[src/shared/resp_framer_consts.vh]
// Constants for the memory card response framer
`ifndef RESP_FRAMER_CONSTS_VH
`define RESP_FRAMER_CONSTS_VH

// ----------------------------------------
// Response formats
// ----------------------------------------
`define FMT_R1          2'h0
`define FMT_R1B         2'h1
`define FMT_R2          2'h2
`define FMT_R3          2'h3
`define LEN_SHORT       8'h30
`define LEN_LONG        8'h88
`define R2_RESERVED     6'h3F
`define R3_RESERVED     6'h3F
`define R3_CRC_FILL     7'h7F

// ----------------------------------------
// Card states
// ----------------------------------------
`define ST_IDLE         4'h0
`define ST_READY        4'h1
`define ST_INACTIVE     4'hA

// ----------------------------------------
// Command indices
// ----------------------------------------
`define CMD_SEND_CID    6'h02
`define CMD_SEND_CSD    6'h09
`define CMD_GET_CID     6'h0A
`define CMD_OP_COND     6'h29
`define CMD_QUEUE_LO    6'h2B
`define CMD_QUEUE_HI    6'h2F

// ----------------------------------------
// Timing and CRC7 polynomial
// ----------------------------------------
`define NCR_MIN_CLK     8'h02
`define CRC7_POLY       7'h09

`endif

[src/verilog/resp_framer.v]
// Response framer for the memory card command line
// Behaviour
// - ACMD41 in idle, conditions good, not busy: move to ready.
// - ACMD41 in idle, conditions good but busy: stay idle.
// - ACMD41 in idle with failed condition check: go inactive.
// - Busy while initialising, or capacity bit 0 on high-capacity card.
// - Commands 43 to 47 are illegal outside command queue mode.
// - Responses go out serially on command line, leftmost bit first.
// - Start bit 0, then direction bit 0 from the card.
// - Every response carries CRC except the R3 type; R2 sends register bits 7:1 in place of a computed CRC.
// - Last bit of every response is end bit 1.
// - R1 is 48 bits; bits 45:40 hold command index.
// - R1 bits 39:8 status, 7:1 CRC7, bit 0 end bit.
// - Card may hold data line busy after each received block.
// - R1b formatted as R1, optionally with busy on data line.
// - R2 is 136 bits, bits 133:128 all ones.
// - R2 carries identification for 2 and 10, specific data for 9.
// - R2 sends register bits 127..1; end bit replaces bit 0.
// - R3 is 48 bits, contents in 39:8, ones in 7:1.
`timescale 1ns/10ps
`include "resp_framer_consts.vh"

module resp_framer (
    input  wire         clk,
    input  wire         nrst,
    input  wire         bus_clk,
    input  wire         resp_req,
    input  wire [1:0]   resp_fmt,
    input  wire [5:0]   cmd_index,
    input  wire [31:0]  resp_arg,
    input  wire         is_app_cmd,
    input  wire         ocr_check_ok,
    input  wire         host_capacity_support_bit,
    input  wire         high_capacity,
    input  wire         init_running,
    input  wire         command_queue_mode,
    input  wire [127:0] card_identification_register,
    input  wire [127:0] card_specific_data_register,
    input  wire         busy_req,
    input  wire         busy_release,
    output reg          cmd_out,
    output reg          cmd_oe,
    output reg          dat0_out,
    output reg          dat0_oe,
    output reg          resp_busy,
    output reg          illegal_cmd,
    output reg  [3:0]   card_state,
    output reg          card_busy
);

    // ----------------------------------------
    // Functions
    // ----------------------------------------
    function [6:0] crc7_step;
        input [6:0] crc;
        input       bit_in;
        reg         fb;
        begin
            fb = crc[6] ^ bit_in;
            crc7_step = {crc[5:0], 1'b0} ^ (fb ? `CRC7_POLY : 7'h00);
        end
    endfunction

    function lead_bit;
        input [135:0] word;
        input [1:0]   fmt;
        begin
            if (fmt == `FMT_R2) begin
                lead_bit = word[135];
            end else begin
                lead_bit = word[47];
            end
        end
    endfunction

    function queue_index;
        input [5:0] idx;
        begin
            queue_index = (idx >= `CMD_QUEUE_LO) &&
                          (idx <= `CMD_QUEUE_HI);
        end
    endfunction

    function [7:0] frame_len;
        input [1:0] fmt;
        begin
            if (fmt == `FMT_R2) begin
                frame_len = `LEN_LONG;
            end else begin
                frame_len = `LEN_SHORT;
            end
        end
    endfunction

    // ----------------------------------------
    // Bus clock synchroniser and edge finder
    // ----------------------------------------
    // Sampling the bus clock keeps one domain; bus clock must be slow
    reg        bclk_s1_reg;
    reg        bclk_s2_reg;
    reg        bclk_s3_reg;
    wire       bclk_fall;

    always @(posedge clk or negedge nrst) begin
        if (!nrst) begin
            bclk_s1_reg <= 1'b0;
            bclk_s2_reg <= 1'b0;
            bclk_s3_reg <= 1'b0;
        end else begin
            bclk_s1_reg <= bus_clk;
            bclk_s2_reg <= bclk_s1_reg;
            bclk_s3_reg <= bclk_s2_reg;
        end
    end

    // Bits change on falling edge so host samples on rising
    assign bclk_fall = bclk_s3_reg & ~bclk_s2_reg;

    // ----------------------------------------
    // Codeword assembly
    // ----------------------------------------
    reg [135:0] word_next;
    reg [7:0]   len_next;
    reg [5:0]   idx_field;
    reg [127:0] reg_image;

    always @* begin
        idx_field = cmd_index;
        reg_image = card_specific_data_register;
        word_next = 136'h0;
        len_next  = frame_len(resp_fmt);
        case (resp_fmt)
            `FMT_R2: begin
                if (cmd_index == `CMD_SEND_CID ||
                    cmd_index == `CMD_GET_CID) begin
                    reg_image = card_identification_register;
                end else begin
                    reg_image = card_specific_data_register;
                end
                word_next = {2'b00, `R2_RESERVED,
                             reg_image[127:1], 1'b1};
            end
            `FMT_R3: begin
                word_next = {88'h0, 2'b00, `R3_RESERVED, resp_arg,
                             `R3_CRC_FILL, 1'b1};
            end
            default: begin
                word_next = {88'h0, 2'b00, idx_field, resp_arg,
                             7'h00, 1'b1};
            end
        endcase
    end

    // ----------------------------------------
    // Transmitter
    // ----------------------------------------
    localparam TX_IDLE = 2'h0;
    localparam TX_WAIT = 2'h1;
    localparam TX_SEND = 2'h2;
    localparam TX_CRC  = 2'h3;

    reg [1:0]   tx_state_reg;
    reg [135:0] shift_reg;
    reg [7:0]   bits_left_reg;
    reg [7:0]   wait_cnt_reg;
    reg [6:0]   crc_reg;
    reg [2:0]   crc_cnt_reg;
    reg [1:0]   fmt_reg;
    reg         skip_crc;

    always @* begin
        skip_crc = (fmt_reg == `FMT_R3) || (fmt_reg == `FMT_R2);
    end

    always @(posedge clk or negedge nrst) begin
        if (!nrst) begin
            tx_state_reg  <= TX_IDLE;
            shift_reg     <= 136'h0;
            bits_left_reg <= 8'h00;
            wait_cnt_reg  <= 8'h00;
            crc_reg       <= 7'h00;
            crc_cnt_reg   <= 3'h0;
            fmt_reg       <= `FMT_R1;
            cmd_out       <= 1'b1;
            cmd_oe        <= 1'b0;
            resp_busy     <= 1'b0;
        end else begin
            case (tx_state_reg)
                TX_IDLE: begin
                    cmd_oe  <= 1'b0;
                    cmd_out <= 1'b1;
                    if (resp_req) begin
                        shift_reg     <= word_next;
                        bits_left_reg <= len_next;
                        fmt_reg       <= resp_fmt;
                        wait_cnt_reg  <= `NCR_MIN_CLK;
                        crc_reg       <= 7'h00;
                        resp_busy     <= 1'b1;
                        tx_state_reg  <= TX_WAIT;
                    end
                end
                TX_WAIT: begin
                    if (bclk_fall) begin
                        if (wait_cnt_reg == 8'h00) begin
                            tx_state_reg <= TX_SEND;
                        end else begin
                            wait_cnt_reg <= wait_cnt_reg - 8'h01;
                        end
                    end
                end
                TX_SEND: begin
                    if (bclk_fall) begin
                        if (bits_left_reg == 8'h00) begin
                            cmd_oe       <= 1'b0;
                            cmd_out      <= 1'b1;
                            resp_busy    <= 1'b0;
                            tx_state_reg <= TX_IDLE;
                        end else if (!skip_crc && bits_left_reg == 8'h08) begin
                            crc_cnt_reg  <= 3'h6;
                            cmd_out      <= crc_reg[6];
                            crc_reg      <= {crc_reg[5:0], 1'b0};
                            tx_state_reg <= TX_CRC;
                        end else begin
                            cmd_oe  <= 1'b1;
                            // Leftmost bit first; start/dir bits are 0
                            cmd_out <= lead_bit(shift_reg,
                                                fmt_reg);
                            // CRC over every bit before the CRC field
                            crc_reg <= crc7_step(crc_reg,
                                       lead_bit(shift_reg, fmt_reg));
                            shift_reg     <= {shift_reg[134:0], 1'b0};
                            bits_left_reg <= bits_left_reg - 8'h01;
                        end
                    end
                end
                TX_CRC: begin
                    if (bclk_fall) begin
                        if (crc_cnt_reg == 3'h0) begin
                            cmd_out       <= 1'b1;
                            bits_left_reg <= 8'h00;
                            tx_state_reg  <= TX_SEND;
                        end else begin
                            cmd_out     <= crc_reg[6];
                            crc_reg     <= {crc_reg[5:0], 1'b0};
                            crc_cnt_reg <= crc_cnt_reg - 3'h1;
                        end
                    end
                end
                default: begin
                    tx_state_reg <= TX_IDLE;
                end
            endcase
        end
    end

    // ----------------------------------------
    // Request acceptance
    // ----------------------------------------
    // Requests during a frame are dropped without notice
    reg req_take;

    always @* begin
        req_take = resp_req && (tx_state_reg == TX_IDLE);
    end

    // ----------------------------------------
    // Data line busy
    // ----------------------------------------
    // Busy holds until released; host must poll data line
    reg busy_armed_reg;
    reg busy_armed_next;

    always @* begin
        busy_armed_next = busy_armed_reg;
        if (busy_req && !resp_req) begin
            busy_armed_next = 1'b1;
        end else if (req_take && resp_fmt == `FMT_R1B && busy_req) begin
            busy_armed_next = 1'b1;
        end else if (busy_release) begin
            busy_armed_next = 1'b0;
        end
    end

    // Runs on clk: host may stop the bus clock while busy
    always @(posedge clk or negedge nrst) begin
        if (!nrst) begin
            busy_armed_reg <= 1'b0;
            dat0_oe        <= 1'b0;
            dat0_out       <= 1'b1;
        end else begin
            busy_armed_reg <= busy_armed_next;
            dat0_oe        <= busy_armed_reg;
            dat0_out       <= ~busy_armed_reg;
        end
    end

    // ----------------------------------------
    // Card state for initialisation
    // ----------------------------------------
    reg       busy_now;
    reg       op_cond_cmd;
    reg [3:0] card_state_next;
    reg       card_busy_next;
    reg       illegal_next;

    always @* begin
        busy_now = init_running |
                   (high_capacity & ~host_capacity_support_bit);
        op_cond_cmd = req_take & is_app_cmd &
                      (cmd_index == `CMD_OP_COND);
        card_state_next = card_state;
        card_busy_next  = card_busy;
        illegal_next    = illegal_cmd;
        if (op_cond_cmd && card_state == `ST_IDLE) begin
            card_busy_next = busy_now;
            if (!ocr_check_ok) begin
                card_state_next = `ST_INACTIVE;
            end else if (busy_now) begin
                card_state_next = `ST_IDLE;
            end else begin
                card_state_next = `ST_READY;
            end
        end
        if (req_take) begin
            illegal_next = !is_app_cmd && !command_queue_mode &&
                           queue_index(cmd_index);
        end
    end

    always @(posedge clk or negedge nrst) begin
        if (!nrst) begin
            card_state  <= `ST_IDLE;
            card_busy   <= 1'b0;
            illegal_cmd <= 1'b0;
        end else begin
            card_state  <= card_state_next;
            card_busy   <= card_busy_next;
            illegal_cmd <= illegal_next;
        end
    end

endmodule

[config.mk]
export PLATFORM = sky130hd
export DESIGN_NAME = resp_framer
export DESIGN_NICKNAME = d
export VERILOG_FILES = /design/src/verilog/resp_framer.v
export VERILOG_INCLUDE_DIRS = /design/src /design/src/shared
export SDC_FILE = /design/constraint.sdc
export NUM_CORES = 1
export LEC_CHECK = 0
export BUFFER_PORTS_ARGS = -buffer_cell sky130_fd_sc_hd__buf_2
export CAP_MARGIN = 20
export CORE_ASPECT_RATIO = 0.75
export CORE_MARGIN = 1.5
export CORE_UTILIZATION = 56
export CTS_CLUSTER_SIZE = 10
export DETAILED_ROUTE_END_ITERATION = 10
export PLACE_DENSITY = 0.87
export SLEW_MARGIN = 25
export SYNTH_ARGS = -nofsm -noshare
export SYNTH_HDL_FRONTEND = slang
export SYNTH_SLANG_ARGS = --single-unit
[constraint.sdc]
create_clock -name clk -period 4.85 [get_ports clk]
set_clock_uncertainty 0.1 [all_clocks]
set_input_delay 0.97 -clock clk [delete_from_list [all_inputs] [get_ports clk]]
set_output_delay 0.97 -clock clk [all_outputs]
set_load 0.02 [all_outputs]
# Word-level counts from Yosys, hierarchy flattened
# Index checks and enable logic that the tools add are counted.
[word_totals] reg_bits=181 latchBits=0 ramBits=0 romBits=0 in_bits=308 out_inout_bits=11 wordCells=161 n_memories=0
[op_classes] n_addsub=3 n_mul=0 div=0 order_cmp=2 eq_ne=26 n_shift=0 n_mux=66 bitwise=10 reduce_logical=35
[op_table] cell="two-way mux 136 bit" n=4
[op_table] cell="case mux 136 bit (2 select lines)" n=1
[op_table] cell="case mux 134 bit (2 select lines)" n=1
[op_table] cell="two-way mux 128 bit" n=1
[op_table] cell="two-way mux 8 bit" n=10
[op_table] cell="two-way mux 7 bit" n=6
[op_table] cell="inequality test 2 bit, second input constant" n=12
[op_table] cell="case mux 8 bit (3 select lines)" n=1
[op_table] cell="case mux 7 bit (3 select lines)" n=1
[op_table] cell="two-way mux 1 bit" n=20
[op_table] cell="zero test 8 bit" n=2
[op_table] cell="two-way mux 2 bit" n=8
[op_table] cell="case mux 8 bit (2 select lines)" n=1
[op_table] cell="subtractor 8 x 1 -> 8 bit, second input constant" n=2
[op_table] cell="two-way mux 3 bit" n=5
[op_table] cell="AND reduction 7 bit" n=2
[op_table] cell="== test 2 bit, second input constant" n=6
[op_table] cell="AND reduction 6 bit" n=2
[op_table] cell="logical AND 1 bit" n=9
[op_table] cell="== test 8 x 4 -> 1 bit, second input constant" n=1
[op_table] cell="two-way mux 4 bit" n=2
[op_table] cell="case mux 2 bit (4 select lines)" n=1
[op_table] cell="AND reduction 4 bit" n=2
[op_table] cell="bitwise XOR 7 x 4 -> 7 bit" n=1
[op_table] cell="25 further kinds" n=41

# Logic depth before layout (Yosys ltp)
[logic_depth] ltp_word=15 mapped_depth=10 depth_no_buf=7

# Worst setup path before layout
# No wires, ideal clock.
[synth_path] path_type="input to register" start="in cmd_index[0]" end="reg shift_reg[100]" setup_time_ns=0.124 t_arrival_ns=2.591 setup_slack_ns=2.035 path_stages=7 path_cell_list="or4b_1 -> or2_1 -> buf_6 -> buf_6 -> mux2_4 -> a221oi_2 -> nor2_1"
[synth_between] elab_chain_len=6
[synth_rtl] element="start, declared" line_no="resp_framer.v:29" rtl="input wire [5:0] cmd_index,"
[synth_rtl] element="== test 6 x 2 -> 1 bit (no source line) / == test 6 x 4 -> 1 bit (equally long branches)"
[synth_rtl] element="logical OR 1 bit (no source line) (*)"
[synth_rtl] element="two-way mux 128 bit (*)" line_no="resp_framer.v:134" rtl="if (cmd_index == `CMD_SEND_CID ||"
[synth_rtl] element="case mux 134 bit (2 select lines) (*)" line_no="resp_framer.v:132" rtl="case (resp_fmt)"
[synth_rtl] element="two-way mux 136 bit (*)" line_no="resp_framer.v:192" rtl="if (resp_req) begin"
[synth_rtl] element="case mux 136 bit (2 select lines) (*)" line_no="resp_framer.v:188" rtl="case (tx_state_reg)"
[synth_rtl] element="end signal, assigned" line_no="resp_framer.v:193" rtl="shift_reg <= word_next;"
[synth_rtl] element="end signal, assigned" line_no="resp_framer.v:231" rtl="shift_reg <= {shift_reg[134:0], 1'b0};"
[synth_rtl] element="end, declared" line_no="resp_framer.v:163" rtl="reg [135:0] shift_reg;"
# Every way passes the cells marked *; elsewhere a longest branch is shown, timed or not. The select of a mux whose other input is x is not followed.
# A chain may end at the register's enable or synchronous reset.

# Final worst setup path
[layout_path] start="in cmd_index[0]" end="reg shift_reg[89]"
# Same word-level chain as after synthesis.

==> out/metrics.csv <==
metric,value,unit
Slew HR,33.8,%
routed len/inst,17.4,µm
post-route ant nets,0,
post-synthesis register bit count,179,
slowest CP cell,or4b_1,
CP Launch Type,primary input,
Cells after Synth,1113,
largest cells by area after synthesis,"dfrtp_1, a221oi_2, mux2_4",
status,"finished, final reports clean",
Port-buffer cells,315,
"critical path, cell by cell",buf_2 -> or4b_1 -> or2_4 -> buf_12 -> mux2_4 -> a221oi_2 -> nor2_1,
post-synthesis cell type count,58,
worst hold start,bclk_s1_reg,
routed vias/inst,5.82,
drt drc,0,
Levels on crit path,7,
"delay-heaviest family, CP",simple AND/OR/NAND/NOR gates,
Final Hold Fails,0,
critical path data arrival time,3.26,ns
final worst slack,1.80,ns
RePlAce Congestion,0.844,
Ports,319,
Site Rows,43,
Synth Cell Area,10800,µm²
Detailed Place HPWL,19300,µm
Cell Pwr Density,522,nW/µm²
vias,9474,
global-route usage over all layers,28.2,%
total grt overflow,0,
clk_lat worst skew,0.43,ns
DIE AREA,20200,µm²
drt total wl,28400,µm
Resize count post-CTS,0,
Max VDD drop,0.382,mV
# setup viols final,0,
core area,18700,µm²
largest net degree at the start of global routing,97,
syn_nets,1426,
Starting DRT DRC Count,800,
CTS tree,built,
initial antenna violation count,0,
CP bufs+invs,2,
fin area,13100,µm²
Die Height,123,µm
vias in the first global route,9027,
WHS,0.251,ns
Max Freq,327,MHz
RSZ-0062 raised after global routing,no,
RR Startpoint,bits_left_reg[0],
share of cells above drive strength 1,39.2,%
total of max-cap violations,0,
CP startpoint,cmd_index[0],
TNS Setup,0,ns
final worst path period share,63.0,%
Synth area leader,dfrtp_1,
Area Overhead vs Synth,20.6,%
async set or reset register ratio after synthesis,100,%
hold path cells,0,
Clock Tree Root,clkbuf_16,
# diodes,0,
CP Data Required Time,5.06,ns
"Seq/Total Area, Yosys",41.3,%
CP Max Fanout,90,
drt pass-1 iters,7,
Post-synth EDFFs,0,
Final #Nets,1680,
yosys warns,0,
Worst path max stage delay,0.56,ns
fin crit period,3.05,ns
CTS Hold Bufs,0,
Leakage,0.00655,µW
top-count cell post-synth,nor2_1,
pre-CTS WS,1.35,ns
Sink Count,179,
max FFs per register,136,
top-area cell type share of the netlist area,40.9,%
Initial Util,57.9,%
Critical Path End Type,flop,
Die W,164,µm
slew at the pin closest to its max-slew limit,0.993,ns
Crit Path Category,primary input to flop,
first-pass GRT wire length,44800,µm
Setup Buffers After CTS,0,
Final Max Slew Viols,0,
Syn Area/Cell,9.74,µm²
final cell utilization of the core,69.8,%
number of CTS-inserted buffers,17,
Clock Pin Slew Worst Setup and Hold Paths,0.07,ns
Post-synth top cells,"nor2_1, dfrtp_1, a21oi_1, nand2_1",
ys flop type,dfrtp_1,
Max Buffers Root-to-Sink,2,
Min-Delay Path Class,flop to flop,
htree depth,4,
DP Area,12400,µm²
Reg2Reg Depth,7,
power breakdown:
group,switching (µW),internal [µW]
combinational,1590,1050
sequential,549,2200
clock,649,787
total,2790,4030
per-stage QoR:
step           instances  total power [µW]
2_1_floorplan       1113              4630
3_3_place_gp        1595              5190
3_5_place_dp        1595              5360
4_1_cts             1627              6830
5_1_grt             1627              7290
6_report            1627              6820
layout by cell type, fill, tap and decap left out, types with 4 or more instances in the layout:
cell type / netlist / final
nor2b_1: 5 / 4
a221oi_2: 82 / 82
dfrtp_1: 177 / 177
nor3_1: 6 / 6
o21ai_0: 68 / 68
a21o_1: 39 / 39
ha_1: 5 / 5
xor2_1: 9 / 9
inv_8: 0 / 5
buf_4: 4 / 11
buf_12: 0 / 4
nand3_1: 5 / 5
a21oi_1: 131 / 131
mux2_4: 82 / 82
inv_1: 13 / 13
nand2_1: 93 / 93
a221o_1: 8 / 8
a31oi_1: 9 / 8
nand2b_1: 9 / 9
nor2_1: 219 / 216
mux2i_1: 5 / 5
buf_2: 34 / 314
clkbuf_16: 0 / 17
a22o_1: 8 / 7
cell type report:
cell class	instances	area, µm²
inverters	14	52.6
clock buffers	17	425
flip-flops and latches	179	4480
repair buffers	330	1750
clock inverters	15	190
multi-input cells	825	5870
fillers	1418	5650
well taps	247	309
logic make-up (layout without fill, tap and decap cells):
| group | count (synthesis) | count (layout) | synth area share, % |
|---|---|---|---|
| AOI/OAI and AO/OA | 363 | 363 | 26.6 |
| xor gates and xnor gates | 9 | 9 | 0.727 |
| adders and majority gates | 5 | 5 | 0.577 |
| buffers and inverters | 109 | 376 | 5.00 |
| DFF | 179 | 179 | 41.3 |
| muxes | 87 | 87 | 11.8 |
| other | 1 | 1 | 0.0346 |
| and+or+nand+nor | 360 | 360 | 13.9 |
final timing paths:
| kind | to | slack, ns |
|---|---|---|
| worst max-delay path | shift_reg[89] | 1.80 |
| worst min-delay path | bclk_s2_reg | 0.25 |
| worst max register to register | shift_reg[129] | 1.82 |
| worst min register to register | bclk_s2_reg | 0.25 |
| max in group asynchronous | dat0_out | 3.22 |
| min in group asynchronous | shift_reg[28] | 0.43 |
routing by layer:
metal / global-route usage [%] / wire length (µm) / share of wire (%) / up-vias
met5: 0 / 0 / 0 / -
met4: 8.07 / 455 / 1.6 / 0
met3: 5.10 / 1800 / 6.4 / 32
met2: 48.5 / 14200 / 50 / 360
met1: 36.6 / 11900 / 42 / 4577
li1: - / - / - / 4505
Power figures use the tool's default switching activity.
